`config.mk`:
```
export PLATFORM = sky130hd
export DESIGN_NAME = clock_source_select_unit
export DESIGN_NICKNAME = d
export VERILOG_FILES = /design/src/hw/clk_sel_pkg.sv /design/src/hw/pin_mode_decode.sv /design/src/hw/ext_edge_hold.sv /design/src/hw/clock_source_select_unit.sv
export SDC_FILE = /design/constraint.sdc
export NUM_CORES = 1
export LEC_CHECK = 0
export CORE_UTILIZATION = 60
export CTS_BUF_LIST = sky130_fd_sc_hd__clkbuf_2 sky130_fd_sc_hd__clkbuf_4 sky130_fd_sc_hd__clkbuf_8
export CTS_CLUSTER_DIAMETER = 120
export DETAILED_ROUTE_END_ITERATION = 7
export DONT_BUFFER_PORTS = 1
export GPL_ROUTABILITY_DRIVEN = 0
export MAX_ROUTING_LAYER = met4
export PLACE_DENSITY = 0.76
export SLEW_MARGIN = 40
export SYNTH_ARGS = -nofsm -noshare
export SYNTH_HDL_FRONTEND = slang
export SYNTH_SLANG_ARGS = --single-unit
export TNS_END_PERCENT = 10
```
`constraint.sdc`:
```
create_clock -name CLK_SYS_IN -period 2.39 [get_ports CLK_SYS_IN]
set_clock_uncertainty 0.1 [all_clocks]
set_input_delay 0.3585 -clock CLK_SYS_IN [delete_from_list [all_inputs] [get_ports CLK_SYS_IN]]
set_output_delay 0.3585 -clock CLK_SYS_IN [all_outputs]
set_load 0.05 [all_outputs]
```
`src/hw/clk_sel_pkg.sv`:
```
// constants, register map and encodings of the clock source selection unit
// Notes on behaviour
// - cpu starts on internal high-speed clock
// - main crystal stops on stop or software
// - internal high-speed osc stops likewise
// - external main clock gated on stop or software
// - main clock picks high-speed or internal
// - sub crystal run by start bit and modes
// - sub external input set by same bits
// - low-speed osc always runs after reset
// - low-speed stop only when option permits
// - low-speed clock never feeds the cpu
// - mode register byte writable, resets 00H
// - bits 7:6 choose high-speed pin mode
// - bit 0 sets oscillator gain range
// - sub pin mode from start bit, bits 5:4
// - gain set by first mode write only; external clock halts 160
package clk_sel_pkg;
    // register byte addresses
    localparam logic [7:0] ADDR_PIN_MODE = 8'h00;
    localparam logic [7:0] ADDR_PROC_CLK = 8'h04;
    localparam logic [7:0] ADDR_INT_OSC = 8'h08;
    localparam logic [7:0] ADDR_MAIN_OSC = 8'h0C;
    localparam logic [7:0] ADDR_MAIN_MODE = 8'h10;
    localparam logic [7:0] ADDR_STATUS = 8'h14;
    // values after reset
    localparam logic [7:0] RST_PIN_MODE = 8'h00;
    localparam logic [7:0] RST_PROC_CLK = 8'h01;
    localparam logic [7:0] RST_INT_OSC = 8'h00;
    localparam logic [7:0] RST_MAIN_OSC = 8'h80;
    localparam logic [7:0] RST_MAIN_MODE = 8'h00;
    // field positions in clock_pin_mode_select
    localparam int HS_EXT_BIT = 7;
    localparam int HS_OSC_BIT = 6;
    localparam int SUB_EXT_BIT = 5;
    localparam int SUB_OSC_BIT = 4;
    localparam int GAIN_BIT = 0;
    localparam logic [7:0] PIN_MODE_WMASK = 8'hF1;
    // field positions in processor_clock_control
    localparam int SUB_START_BIT = 6;
    localparam int CPU_STATUS_BIT = 5;
    localparam int CPU_SUB_SEL_BIT = 4;
    localparam logic [7:0] PROC_CLK_WMASK = 8'h57;
    // field positions in internal_osc_mode
    localparam int HS_INT_STOP_BIT = 0;
    localparam int LS_STOP_BIT = 1;
    localparam int EXT_MAIN_DIS_BIT = 2;
    localparam logic [7:0] INT_OSC_WMASK = 8'h07;
    // field positions in main_osc_control and main_clock_mode
    localparam int MAIN_STOP_BIT = 7;
    localparam logic [7:0] MAIN_OSC_WMASK = 8'h80;
    localparam int MAIN_SEL_HS_BIT = 0;
    localparam logic [7:0] MAIN_MODE_WMASK = 8'h01;
    // gain change halt, counted in external clock cycles
    localparam int GAIN_HOLD_EXT_CYCLES = 160;
    // axi responses
    localparam logic [1:0] RESP_OKAY = 2'h0;
    localparam logic [1:0] RESP_SLVERR = 2'h2;
    // pin modes of the high-speed and subsystem pins
    typedef enum logic [1:0] {
        PIN_PORT = 2'b00,
        PIN_RESONATOR = 2'b01,
        PIN_EXT_CLOCK = 2'b11
    } pin_mode_e;
    // cpu clock sources; the low-speed clock has no code
    typedef enum logic [1:0] {
        CPU_HS_INTERNAL = 2'b00,
        CPU_HS_SYSTEM = 2'b01,
        CPU_SUBSYSTEM = 2'b10
    } cpu_src_e;
endpackage

```
`src/hw/pin_mode_decode.sv`:
```
// decodes the oscillator pin modes from the mode select bits
`timescale 1ns/1ps
`default_nettype none
module pin_mode_decode (
    // control bits
    input wire logic hs_ext_in,
    input wire logic hs_osc_in,
    input wire logic sub_ext_in,
    input wire logic sub_osc_in,
    input wire logic sub_start_in,
    // decoded modes
    output clk_sel_pkg::pin_mode_e hs_mode_out,
    output clk_sel_pkg::pin_mode_e sub_mode_out
);
    // high-speed pins: 00 and 10 port, 01 resonator, 11 external clock
    always_comb begin
        if (!hs_osc_in) begin
            hs_mode_out = clk_sel_pkg::PIN_PORT;
        end else if (hs_ext_in) begin
            hs_mode_out = clk_sel_pkg::PIN_EXT_CLOCK;
        end else begin
            hs_mode_out = clk_sel_pkg::PIN_RESONATOR;
        end
    end
    // subsystem pins: start bit forces crystal, else same table
    always_comb begin
        if (sub_start_in) begin
            sub_mode_out = clk_sel_pkg::PIN_RESONATOR;
        end else if (!sub_osc_in) begin
            sub_mode_out = clk_sel_pkg::PIN_PORT;
        end else if (sub_ext_in) begin
            sub_mode_out = clk_sel_pkg::PIN_EXT_CLOCK;
        end else begin
            sub_mode_out = clk_sel_pkg::PIN_RESONATOR;
        end
    end
endmodule
`default_nettype wire

```
`src/hw/ext_edge_hold.sv`:
```
// holds a busy level for a number of rising edges of an external clock pin
`timescale 1ns/1ps
`default_nettype none
module ext_edge_hold #(
    parameter int EDGES = clk_sel_pkg::GAIN_HOLD_EXT_CYCLES
) (
    // clock and reset
    input wire logic clk_in,
    input wire logic srst_in,
    // asynchronous external clock pin and start pulse
    input wire logic ext_pin_in,
    input wire logic start_in,
    // busy while edges are counted
    output logic busy_out
);
    localparam int CW = $clog2(EDGES + 1);
    logic sync1_r; // first synchroniser stage
    logic sync2_r; // second synchroniser stage
    logic prev_r; // last sampled level for edge detection
    logic [CW-1:0] cnt_r; // edges still to wait
    logic [CW-1:0] cnt_nxt;
    logic rise; // rising edge seen on the pin
    assign rise = sync2_r && !prev_r;
    assign busy_out = (cnt_r != '0);
    // reload on start, count down on each edge
    always_comb begin
        cnt_nxt = cnt_r;
        if (start_in) begin
            cnt_nxt = CW'(EDGES);
        end else if (rise && (cnt_r != '0)) begin
            cnt_nxt = cnt_r - CW'(1);
        end
    end
    // synchroniser and counter registers
    always_ff @(posedge clk_in) begin
        if (srst_in) begin
            sync1_r <= 1'b0;
            sync2_r <= 1'b0;
            prev_r <= 1'b0;
            cnt_r <= '0;
        end else begin
            sync1_r <= ext_pin_in;
            sync2_r <= sync1_r;
            prev_r <= sync2_r;
            cnt_r <= cnt_nxt;
        end
    end
endmodule
`default_nettype wire

```
`src/hw/clock_source_select_unit.sv`:
```
// clock source selection unit with its axi4-lite register slave
`timescale 1ns/1ps
`default_nettype none
module clock_source_select_unit #(
    parameter int GAIN_HOLD_EDGES = clk_sel_pkg::GAIN_HOLD_EXT_CYCLES
) (
    // clock and synchronous reset
    input wire logic CLK_SYS_IN,
    input wire logic SRST_IN,
    // axi4-lite write address
    input wire logic S_AXI_AWVALID_IN,
    output logic S_AXI_AWREADY_OUT,
    input wire logic [7:0] S_AXI_AWADDR_IN,
    // axi4-lite write data
    input wire logic S_AXI_WVALID_IN,
    output logic S_AXI_WREADY_OUT,
    input wire logic [31:0] S_AXI_WDATA_IN,
    input wire logic [3:0] S_AXI_WSTRB_IN,
    // axi4-lite write response
    output logic S_AXI_BVALID_OUT,
    input wire logic S_AXI_BREADY_IN,
    output logic [1:0] S_AXI_BRESP_OUT,
    // axi4-lite read address
    input wire logic S_AXI_ARVALID_IN,
    output logic S_AXI_ARREADY_OUT,
    input wire logic [7:0] S_AXI_ARADDR_IN,
    // axi4-lite read data
    output logic S_AXI_RVALID_OUT,
    input wire logic S_AXI_RREADY_IN,
    output logic [31:0] S_AXI_RDATA_OUT,
    output logic [1:0] S_AXI_RRESP_OUT,
    // cpu and option byte levels, same clock
    input wire logic STOP_MODE_IN,
    input wire logic LS_SW_STOP_PERMIT_IN,
    // external high-speed clock pin, asynchronous
    input wire logic EXT_MAIN_CLK_IN,
    // oscillator enables
    output logic MAIN_XTAL_EN_OUT,
    output logic HS_INT_OSC_EN_OUT,
    output logic EXT_MAIN_GATE_EN_OUT,
    output logic SUB_XTAL_EN_OUT,
    output logic SUB_EXT_GATE_EN_OUT,
    output logic LS_OSC_EN_OUT,
    // pin modes and gain
    output logic [1:0] HS_PIN_MODE_OUT,
    output logic [1:0] SUB_PIN_MODE_OUT,
    output logic OSC_GAIN_HIGH_OUT,
    // cpu clock selection
    output logic [1:0] CPU_CLK_SRC_OUT,
    output logic [2:0] CPU_CLK_DIV_OUT,
    output logic CPU_CLK_HOLD_OUT
);
    // software registers
    logic [7:0] pin_mode_r; // clock_pin_mode_select
    logic [7:0] pin_mode_nxt;
    logic [7:0] proc_clk_r; // processor_clock_control
    logic [7:0] proc_clk_nxt;
    logic [7:0] int_osc_r; // internal_osc_mode
    logic [7:0] int_osc_nxt;
    logic [7:0] main_osc_r; // main_osc_control
    logic [7:0] main_osc_nxt;
    logic [7:0] main_mode_r; // main_clock_mode
    logic [7:0] main_mode_nxt;
    logic gain_used_r; // gain already written since reset
    logic gain_used_nxt;
    // bus state
    logic aw_held_r; // write address captured
    logic aw_held_nxt;
    logic w_held_r; // write data captured
    logic w_held_nxt;
    logic [7:0] waddr_r;
    logic [7:0] waddr_nxt;
    logic [7:0] wdata_r;
    logic [7:0] wdata_nxt;
    logic wlane_r; // low byte lane was strobed
    logic wlane_nxt;
    logic bvalid_r;
    logic bvalid_nxt;
    logic [1:0] bresp_r;
    logic [1:0] bresp_nxt;
    logic rvalid_r;
    logic rvalid_nxt;
    logic [31:0] rdata_r;
    logic [31:0] rdata_nxt;
    logic [1:0] rresp_r;
    logic [1:0] rresp_nxt;
    // output registers
    logic [1:0] cpu_src_r;
    logic [1:0] cpu_src_nxt;
    // decoded helpers
    logic do_write; // both halves of a write are held
    logic gain_start; // gain raised while cpu on external clock
    logic hold_busy; // cpu clock halted for gain change
    logic ls_stop_ok; // software stop of low-speed osc allowed
    clk_sel_pkg::pin_mode_e hs_mode;
    clk_sel_pkg::pin_mode_e sub_mode;

    // true for addresses that hold a register
    function automatic logic addr_mapped(input logic [7:0] a);
        addr_mapped = (a == clk_sel_pkg::ADDR_PIN_MODE) ||
            (a == clk_sel_pkg::ADDR_PROC_CLK) ||
            (a == clk_sel_pkg::ADDR_INT_OSC) ||
            (a == clk_sel_pkg::ADDR_MAIN_OSC) ||
            (a == clk_sel_pkg::ADDR_MAIN_MODE) ||
            (a == clk_sel_pkg::ADDR_STATUS);
    endfunction

    // pin mode decoding
    pin_mode_decode u_decode (
        .hs_ext_in(pin_mode_r[clk_sel_pkg::HS_EXT_BIT]),
        .hs_osc_in(pin_mode_r[clk_sel_pkg::HS_OSC_BIT]),
        .sub_ext_in(pin_mode_r[clk_sel_pkg::SUB_EXT_BIT]),
        .sub_osc_in(pin_mode_r[clk_sel_pkg::SUB_OSC_BIT]),
        .sub_start_in(proc_clk_r[clk_sel_pkg::SUB_START_BIT]),
        .hs_mode_out(hs_mode),
        .sub_mode_out(sub_mode)
    );

    // counts external clock edges while the cpu clock is halted
    ext_edge_hold #(
        .EDGES(GAIN_HOLD_EDGES)
    ) u_hold (
        .clk_in(CLK_SYS_IN),
        .srst_in(SRST_IN),
        .ext_pin_in(EXT_MAIN_CLK_IN),
        .start_in(gain_start),
        .busy_out(hold_busy)
    );

    assign do_write = aw_held_r && w_held_r;
    assign ls_stop_ok = LS_SW_STOP_PERMIT_IN && int_osc_r[clk_sel_pkg::LS_STOP_BIT];

    // gain raise that halts the cpu: first gain write, 0 to 1, into external clock mode
    always_comb begin
        gain_start = do_write && wlane_r && !gain_used_r &&
            (waddr_r == clk_sel_pkg::ADDR_PIN_MODE) &&
            !pin_mode_r[clk_sel_pkg::GAIN_BIT] &&
            wdata_r[clk_sel_pkg::GAIN_BIT] &&
            (cpu_src_r == clk_sel_pkg::CPU_HS_SYSTEM) &&
            wdata_r[clk_sel_pkg::HS_EXT_BIT] && wdata_r[clk_sel_pkg::HS_OSC_BIT];
    end

    // register file next values
    always_comb begin
        pin_mode_nxt = pin_mode_r;
        proc_clk_nxt = proc_clk_r;
        int_osc_nxt = int_osc_r;
        main_osc_nxt = main_osc_r;
        main_mode_nxt = main_mode_r;
        gain_used_nxt = gain_used_r;
        if (do_write && wlane_r) begin
            unique case (waddr_r)
                clk_sel_pkg::ADDR_PIN_MODE: begin
                    // bits 3:1 are never stored
                    pin_mode_nxt = wdata_r & clk_sel_pkg::PIN_MODE_WMASK;
                    if (gain_used_r) begin
                        // gain is frozen after the first write to this register
                        pin_mode_nxt[clk_sel_pkg::GAIN_BIT] =
                            pin_mode_r[clk_sel_pkg::GAIN_BIT];
                    end
                    gain_used_nxt = 1'b1;
                end
                clk_sel_pkg::ADDR_PROC_CLK: begin
                    proc_clk_nxt = wdata_r & clk_sel_pkg::PROC_CLK_WMASK;
                end
                clk_sel_pkg::ADDR_INT_OSC: begin
                    int_osc_nxt = wdata_r & clk_sel_pkg::INT_OSC_WMASK;
                end
                clk_sel_pkg::ADDR_MAIN_OSC: begin
                    main_osc_nxt = wdata_r & clk_sel_pkg::MAIN_OSC_WMASK;
                end
                clk_sel_pkg::ADDR_MAIN_MODE: begin
                    main_mode_nxt = wdata_r & clk_sel_pkg::MAIN_MODE_WMASK;
                end
                default: begin
                    // status and unmapped: nothing stored
                end
            endcase
        end
    end

    // register file flip-flops; reset forces internal clock and port modes
    always_ff @(posedge CLK_SYS_IN) begin
        if (SRST_IN) begin
            pin_mode_r <= clk_sel_pkg::RST_PIN_MODE;
            proc_clk_r <= clk_sel_pkg::RST_PROC_CLK;
            int_osc_r <= clk_sel_pkg::RST_INT_OSC;
            main_osc_r <= clk_sel_pkg::RST_MAIN_OSC;
            main_mode_r <= clk_sel_pkg::RST_MAIN_MODE;
            gain_used_r <= 1'b0;
        end else begin
            pin_mode_r <= pin_mode_nxt;
            proc_clk_r <= proc_clk_nxt;
            int_osc_r <= int_osc_nxt;
            main_osc_r <= main_osc_nxt;
            main_mode_r <= main_mode_nxt;
            gain_used_r <= gain_used_nxt;
        end
    end

    // cpu source: subsystem, high-speed system or internal; never low-speed
    always_comb begin
        if (proc_clk_r[clk_sel_pkg::CPU_SUB_SEL_BIT]) begin
            cpu_src_nxt = clk_sel_pkg::CPU_SUBSYSTEM;
        end else if (main_mode_r[clk_sel_pkg::MAIN_SEL_HS_BIT]) begin
            cpu_src_nxt = clk_sel_pkg::CPU_HS_SYSTEM;
        end else begin
            cpu_src_nxt = clk_sel_pkg::CPU_HS_INTERNAL;
        end
    end

    // cpu source register; internal high-speed after every reset
    always_ff @(posedge CLK_SYS_IN) begin
        if (SRST_IN) begin
            cpu_src_r <= clk_sel_pkg::CPU_HS_INTERNAL;
        end else begin
            cpu_src_r <= cpu_src_nxt;
        end
    end

    // oscillator enables
    always_comb begin
        MAIN_XTAL_EN_OUT = (hs_mode == clk_sel_pkg::PIN_RESONATOR) &&
            !main_osc_r[clk_sel_pkg::MAIN_STOP_BIT] && !STOP_MODE_IN;
        HS_INT_OSC_EN_OUT = !int_osc_r[clk_sel_pkg::HS_INT_STOP_BIT] &&
            !STOP_MODE_IN;
        EXT_MAIN_GATE_EN_OUT = (hs_mode == clk_sel_pkg::PIN_EXT_CLOCK) &&
            !int_osc_r[clk_sel_pkg::EXT_MAIN_DIS_BIT] && !STOP_MODE_IN;
        SUB_XTAL_EN_OUT = (sub_mode == clk_sel_pkg::PIN_RESONATOR);
        SUB_EXT_GATE_EN_OUT = (sub_mode == clk_sel_pkg::PIN_EXT_CLOCK);
        LS_OSC_EN_OUT = !ls_stop_ok;
    end

    // pin mode, gain and cpu selection outputs
    assign HS_PIN_MODE_OUT = hs_mode;
    assign SUB_PIN_MODE_OUT = sub_mode;
    assign OSC_GAIN_HIGH_OUT = pin_mode_r[clk_sel_pkg::GAIN_BIT];
    assign CPU_CLK_SRC_OUT = cpu_src_r;
    assign CPU_CLK_DIV_OUT = proc_clk_r[2:0];
    assign CPU_CLK_HOLD_OUT = hold_busy;

    // axi handshakes: one write and one read outstanding
    assign S_AXI_AWREADY_OUT = !aw_held_r && !bvalid_r;
    assign S_AXI_WREADY_OUT = !w_held_r && !bvalid_r;
    assign S_AXI_ARREADY_OUT = !rvalid_r;
    assign S_AXI_BVALID_OUT = bvalid_r;
    assign S_AXI_BRESP_OUT = bresp_r;
    assign S_AXI_RVALID_OUT = rvalid_r;
    assign S_AXI_RDATA_OUT = rdata_r;
    assign S_AXI_RRESP_OUT = rresp_r;

    // write channel: capture address and data in any order, then respond
    always_comb begin
        aw_held_nxt = aw_held_r;
        w_held_nxt = w_held_r;
        waddr_nxt = waddr_r;
        wdata_nxt = wdata_r;
        wlane_nxt = wlane_r;
        bvalid_nxt = bvalid_r;
        bresp_nxt = bresp_r;
        if (S_AXI_AWVALID_IN && S_AXI_AWREADY_OUT) begin
            aw_held_nxt = 1'b1;
            waddr_nxt = S_AXI_AWADDR_IN;
        end
        if (S_AXI_WVALID_IN && S_AXI_WREADY_OUT) begin
            w_held_nxt = 1'b1;
            wdata_nxt = S_AXI_WDATA_IN[7:0];
            wlane_nxt = S_AXI_WSTRB_IN[0];
        end
        if (do_write) begin
            aw_held_nxt = 1'b0;
            w_held_nxt = 1'b0;
            bvalid_nxt = 1'b1;
            bresp_nxt = addr_mapped(waddr_r) ? clk_sel_pkg::RESP_OKAY : clk_sel_pkg::RESP_SLVERR;
        end else if (bvalid_r && S_AXI_BREADY_IN) begin
            bvalid_nxt = 1'b0;
        end
    end

    // read channel: answer one cycle after the address is taken
    always_comb begin
        rvalid_nxt = rvalid_r;
        rdata_nxt = rdata_r;
        rresp_nxt = rresp_r;
        if (S_AXI_ARVALID_IN && S_AXI_ARREADY_OUT) begin
            rvalid_nxt = 1'b1;
            rresp_nxt = addr_mapped(S_AXI_ARADDR_IN) ? clk_sel_pkg::RESP_OKAY :
                clk_sel_pkg::RESP_SLVERR;
            rdata_nxt = 32'h0000_0000;
            unique case (S_AXI_ARADDR_IN)
                clk_sel_pkg::ADDR_PIN_MODE: begin
                    rdata_nxt[7:0] = pin_mode_r;
                end
                clk_sel_pkg::ADDR_PROC_CLK: begin
                    rdata_nxt[7:0] = proc_clk_r;
                    rdata_nxt[clk_sel_pkg::CPU_STATUS_BIT] =
                        (cpu_src_r == clk_sel_pkg::CPU_SUBSYSTEM);
                end
                clk_sel_pkg::ADDR_INT_OSC: begin
                    rdata_nxt[7:0] = int_osc_r;
                end
                clk_sel_pkg::ADDR_MAIN_OSC: begin
                    // stop flag gates the main crystal enable
                    rdata_nxt[7:0] = main_osc_r;
                end
                clk_sel_pkg::ADDR_MAIN_MODE: begin
                    rdata_nxt[7:0] = main_mode_r;
                end
                clk_sel_pkg::ADDR_STATUS: begin
                    rdata_nxt[7:0] = {gain_used_r, hold_busy, LS_OSC_EN_OUT,
                        SUB_EXT_GATE_EN_OUT, SUB_XTAL_EN_OUT, EXT_MAIN_GATE_EN_OUT,
                        HS_INT_OSC_EN_OUT, MAIN_XTAL_EN_OUT};
                    rdata_nxt[9:8] = cpu_src_r;
                end
                default: begin
                    rdata_nxt = 32'h0000_0000;
                end
            endcase
        end else if (rvalid_r && S_AXI_RREADY_IN) begin
            rvalid_nxt = 1'b0;
        end
    end

    // bus registers
    always_ff @(posedge CLK_SYS_IN) begin
        if (SRST_IN) begin
            aw_held_r <= 1'b0;
            w_held_r <= 1'b0;
            waddr_r <= 8'h00;
            wdata_r <= 8'h00;
            wlane_r <= 1'b0;
            bvalid_r <= 1'b0;
            bresp_r <= clk_sel_pkg::RESP_OKAY;
            rvalid_r <= 1'b0;
            rdata_r <= 32'h0000_0000;
            rresp_r <= clk_sel_pkg::RESP_OKAY;
        end else begin
            aw_held_r <= aw_held_nxt;
            w_held_r <= w_held_nxt;
            waddr_r <= waddr_nxt;
            wdata_r <= wdata_nxt;
            wlane_r <= wlane_nxt;
            bvalid_r <= bvalid_nxt;
            bresp_r <= bresp_nxt;
            rvalid_r <= rvalid_nxt;
            rdata_r <= rdata_nxt;
            rresp_r <= rresp_nxt;
        end
    end
endmodule
`default_nettype wire

```
==> reports/results.tsv <==
stage	metric	value	unit
run_status	status	complete, but fails checks	
run_status	failed_checks	design-rule violations	
routing	drcViolationCount	6	
layout	drive_above_1_share	11.5	%
critical_path	arrival	1.73	ns
floorplan	die_x	71.2	um
floorplan	num_rows	24	
synth	synth-edff-count	0	
timing	final_hold_viol_count	0	
routing	drtIter0Drc	152	
timing	slew_viol_final	0	
timing	max-slew-margin-rel	59.2	%
min_path	hold_depth	2	
critical_path	worstRegToRegCells	6	
synth	async_reset_ff_share	0	%
floorplan	die_height	71.2	um
timing	grt_setup_unrepaired	no	
cts	root_buffer	clkbuf_8	
synth	synth-compound-area-share	12.0	%
cts	cts_sinks	61	
power	swShare	26.8	%
min_path	hold_path_class	in2reg	
layout	multi_input_area	0.00150	mm^2
synth	ys_seq_area_share	42.5	%
power	power_frac_seq	46.4	%
timing	tightestPinTransition	0.612	ns
global_routing	antenna_found_initial	0	
floorplan	dieArea	0.00507	mm^2
layout	design_area	0.00316	mm^2
power	switchingPower	626	uW
layout	final_cells	407	
floorplan	initial_core_util	64.2	%
synth	synth_area_leader_cell	dfxtp_1	
cts	clkLatencyLatePin	0.34	ns
timing	finalSetupViolCount	0	
timing	fin_setup_tns	0	ns
power	p_leak	1.26	nW
power	clockPowerShare	43.4	%
cts	cts.clk_slew.worst_paths	0.07	ns
synth	synth-main-ff-cell	dfxtp_1	
critical_path	start_kind	register	
synth	ys_top_cells_by_area	dfxtp_1 42%, buf_4 6.5%, nand2_1 6.3%	
synth	synth.area.mux_share	5.92	%
synth	ys_types	46	
power	p_per_area	740	mW/mm^2
layout	antenna_cells	0	
cts	ctsResizeCount	0	
cts	clockBufferDepth	2	
timing	min_period	2.19	ns
critical_path	worstSetupEndpointType	output port	
critical_path	worstSetupPathType	reg2out	
synth	synth_common_cells	61 x dfxtp_1, 48 x nand2_1, 34 x a21oi_1, 31 x nor2_1, 25 x buf_4	
placement	dp.cells	390	
global_routing	grt_pass1_wl	9.29	mm
power	intPower	1.71	mW
layout	fillCellCount	376	
synth	syn_area	0.00287	mm^2
power	comb_power_share	10.2	%
cts	htree_levels	3	
power	ir_drop	0.528	mV
layout	seqCellArea	0.00122	mm^2
synth	synth_simple_gate_area_share	28.5	%
timing	setup_ws	0.200	ns
synth	synth_top_area_share	42.5	%
synth	synth_xor_area_share	1.22	%
layout	nNetsFinal	414	
synth	synth_seq_cells	61	
placement	placedInstanceArea	0.00291	mm^2
critical_path	worstPathRequired	1.93	ns
synth	synthCells	338	
layout	area_growth	9.84	%
global_routing	grt_pass1_vias	2110	
cts	cts_made_buffers	9	
cts	cts_tree	built	
synth	synthAdderAreaFrac	0.871	%
global_routing	grt_overflow	0	
routing	ant_nets	0	
timing	timing.fmax	0.457	GHz
placement	dpl_worst_slack	0.569	ns
job	maxCapViolCount	0	
routing	firstDrtPassIters	7	
critical_path	path_max_fanout	5	
timing	period_share	91.6	%
routing	viasPerCell	5.66	
timing	hold_slack	0.0471	ns
layout	post-route-util	70.6	%
synth	avgSynthCellArea	8.50	um^2
synth	synth_top_family_by_area	simple AND/OR/NAND/NOR gates	
global_routing	grt.total_usage	24.8	%
placement	portBuffers	0	
routing	num_vias	2304	
routing	wl	5.83	mm
synth	synth_most_common_cell	dfxtp_1	
placement	post-dp-hpwl	4.09	mm
synth	ys_warn_count	0	
floorplan	num_io_pins	120	
floorplan	fp.coreArea	0.00447	mm^2
global_routing	grt_max_degree	47	
routing	wl_per_cell	14.3	um
cts	post_cts_buffers	0	
power	power	2.34	mW
-- worst paths after layout --
kind	startpoint	endpoint	slack (ns)
max	u_hold.cnt_r[0]	CPU_CLK_HOLD_OUT	0.20
min	S_AXI_AWADDR_IN[3]	waddr_r[3]	0.05
max reg2reg	u_hold.cnt_r[0]	u_hold.cnt_r[7]	0.55
min reg2reg	u_hold.sync1_r	u_hold.sync2_r	0.34
-- layout by cell type, fill, tap and decap left out, drive strengths merged, types with 3 or more instances in the layout --
cell    instances
and3b           3
a21oi          34
a211oi          4
conb           24
clkbuf         10
clkinv          3
nor2b          11
a22oi           3
o21ai           8
nor3            7
nand4           9
nand2          48
nor2           31
nor4b           4
or3             3
mux2i          17
nor3b           5
buf            16
nand2b          6
dfxtp          61
nand3           5
inv             5
and2            6
-- sequential cells by signal (all words and copies together) (netlist names), 2 cells and up --
signal,flops
S_AXI_RDATA_OUT,10
u_hold.cnt_r,8
CPU_CLK_SRC_OUT,2
pin_mode_r,5
wdata_r,7
proc_clk_r,5
waddr_r,8
int_osc_r,3
-- critical path, cell delays in order (launching register included) --
cell     delay [ns]
dfxtp_1        0.34
inv_1          0.09
ha_1           0.17
nor4b_1        0.35
buf_4          0.21
nand2_1        0.05
buf_4          0.18
-- kinds of logic (layout without fill, tap and decap cells) --
| kind of cell | count (synthesis) | count (layout) |
|---|---|---|
| xor+xnor | 4 | 4 |
| compound gates | 57 | 57 |
| fa+ha+maj | 2 | 2 |
| flops | 61 | 61 |
| buf+inv | 43 | 37 |
| simple gates | 153 | 153 |
| mux | 17 | 17 |
| other cells | 1 | 24 |
-- final cells by class --
class                           count  share of cell area, %
Inverter                            5                  0.595
Sequential cell                    61                   38.7
Multi-Input combinational cell    257                   47.4
Timing Repair Buffer               16                   4.20
Clock buffer                       10                   4.36
Tap cell                           52                   2.06
Clock inverter                      6                   2.73
-- power by group through the flow --
| stage | sequential, mW | clock (mW) | combinational, mW |
|---|---|---|---|
| after floorplan | 1.10 | 0 | 0.243 |
| after global placement | 1.11 | 0 | 0.219 |
| after detailed placement | 1.11 | 0 | 0.222 |
| after CTS | 1.08 | 1.03 | 0.238 |
| after global routing | 1.09 | 1.07 | 0.257 |
| final | 1.08 | 1.01 | 0.238 |
-- metal layers --
layer | GRT usage [%] | wire length, um
met4 | 11.6 | 106
met3 | 8.72 | 366
met5 | - | 0
met2 | 38.1 | 2730
met1 | 29.2 | 2630
-- timing repair --
item	in CTS	in global routing
hold buffers	1	0
endpoints found under the setup margin	0	0
hold endpoints to repair	46	0
(Power assumes the default switching activity.)
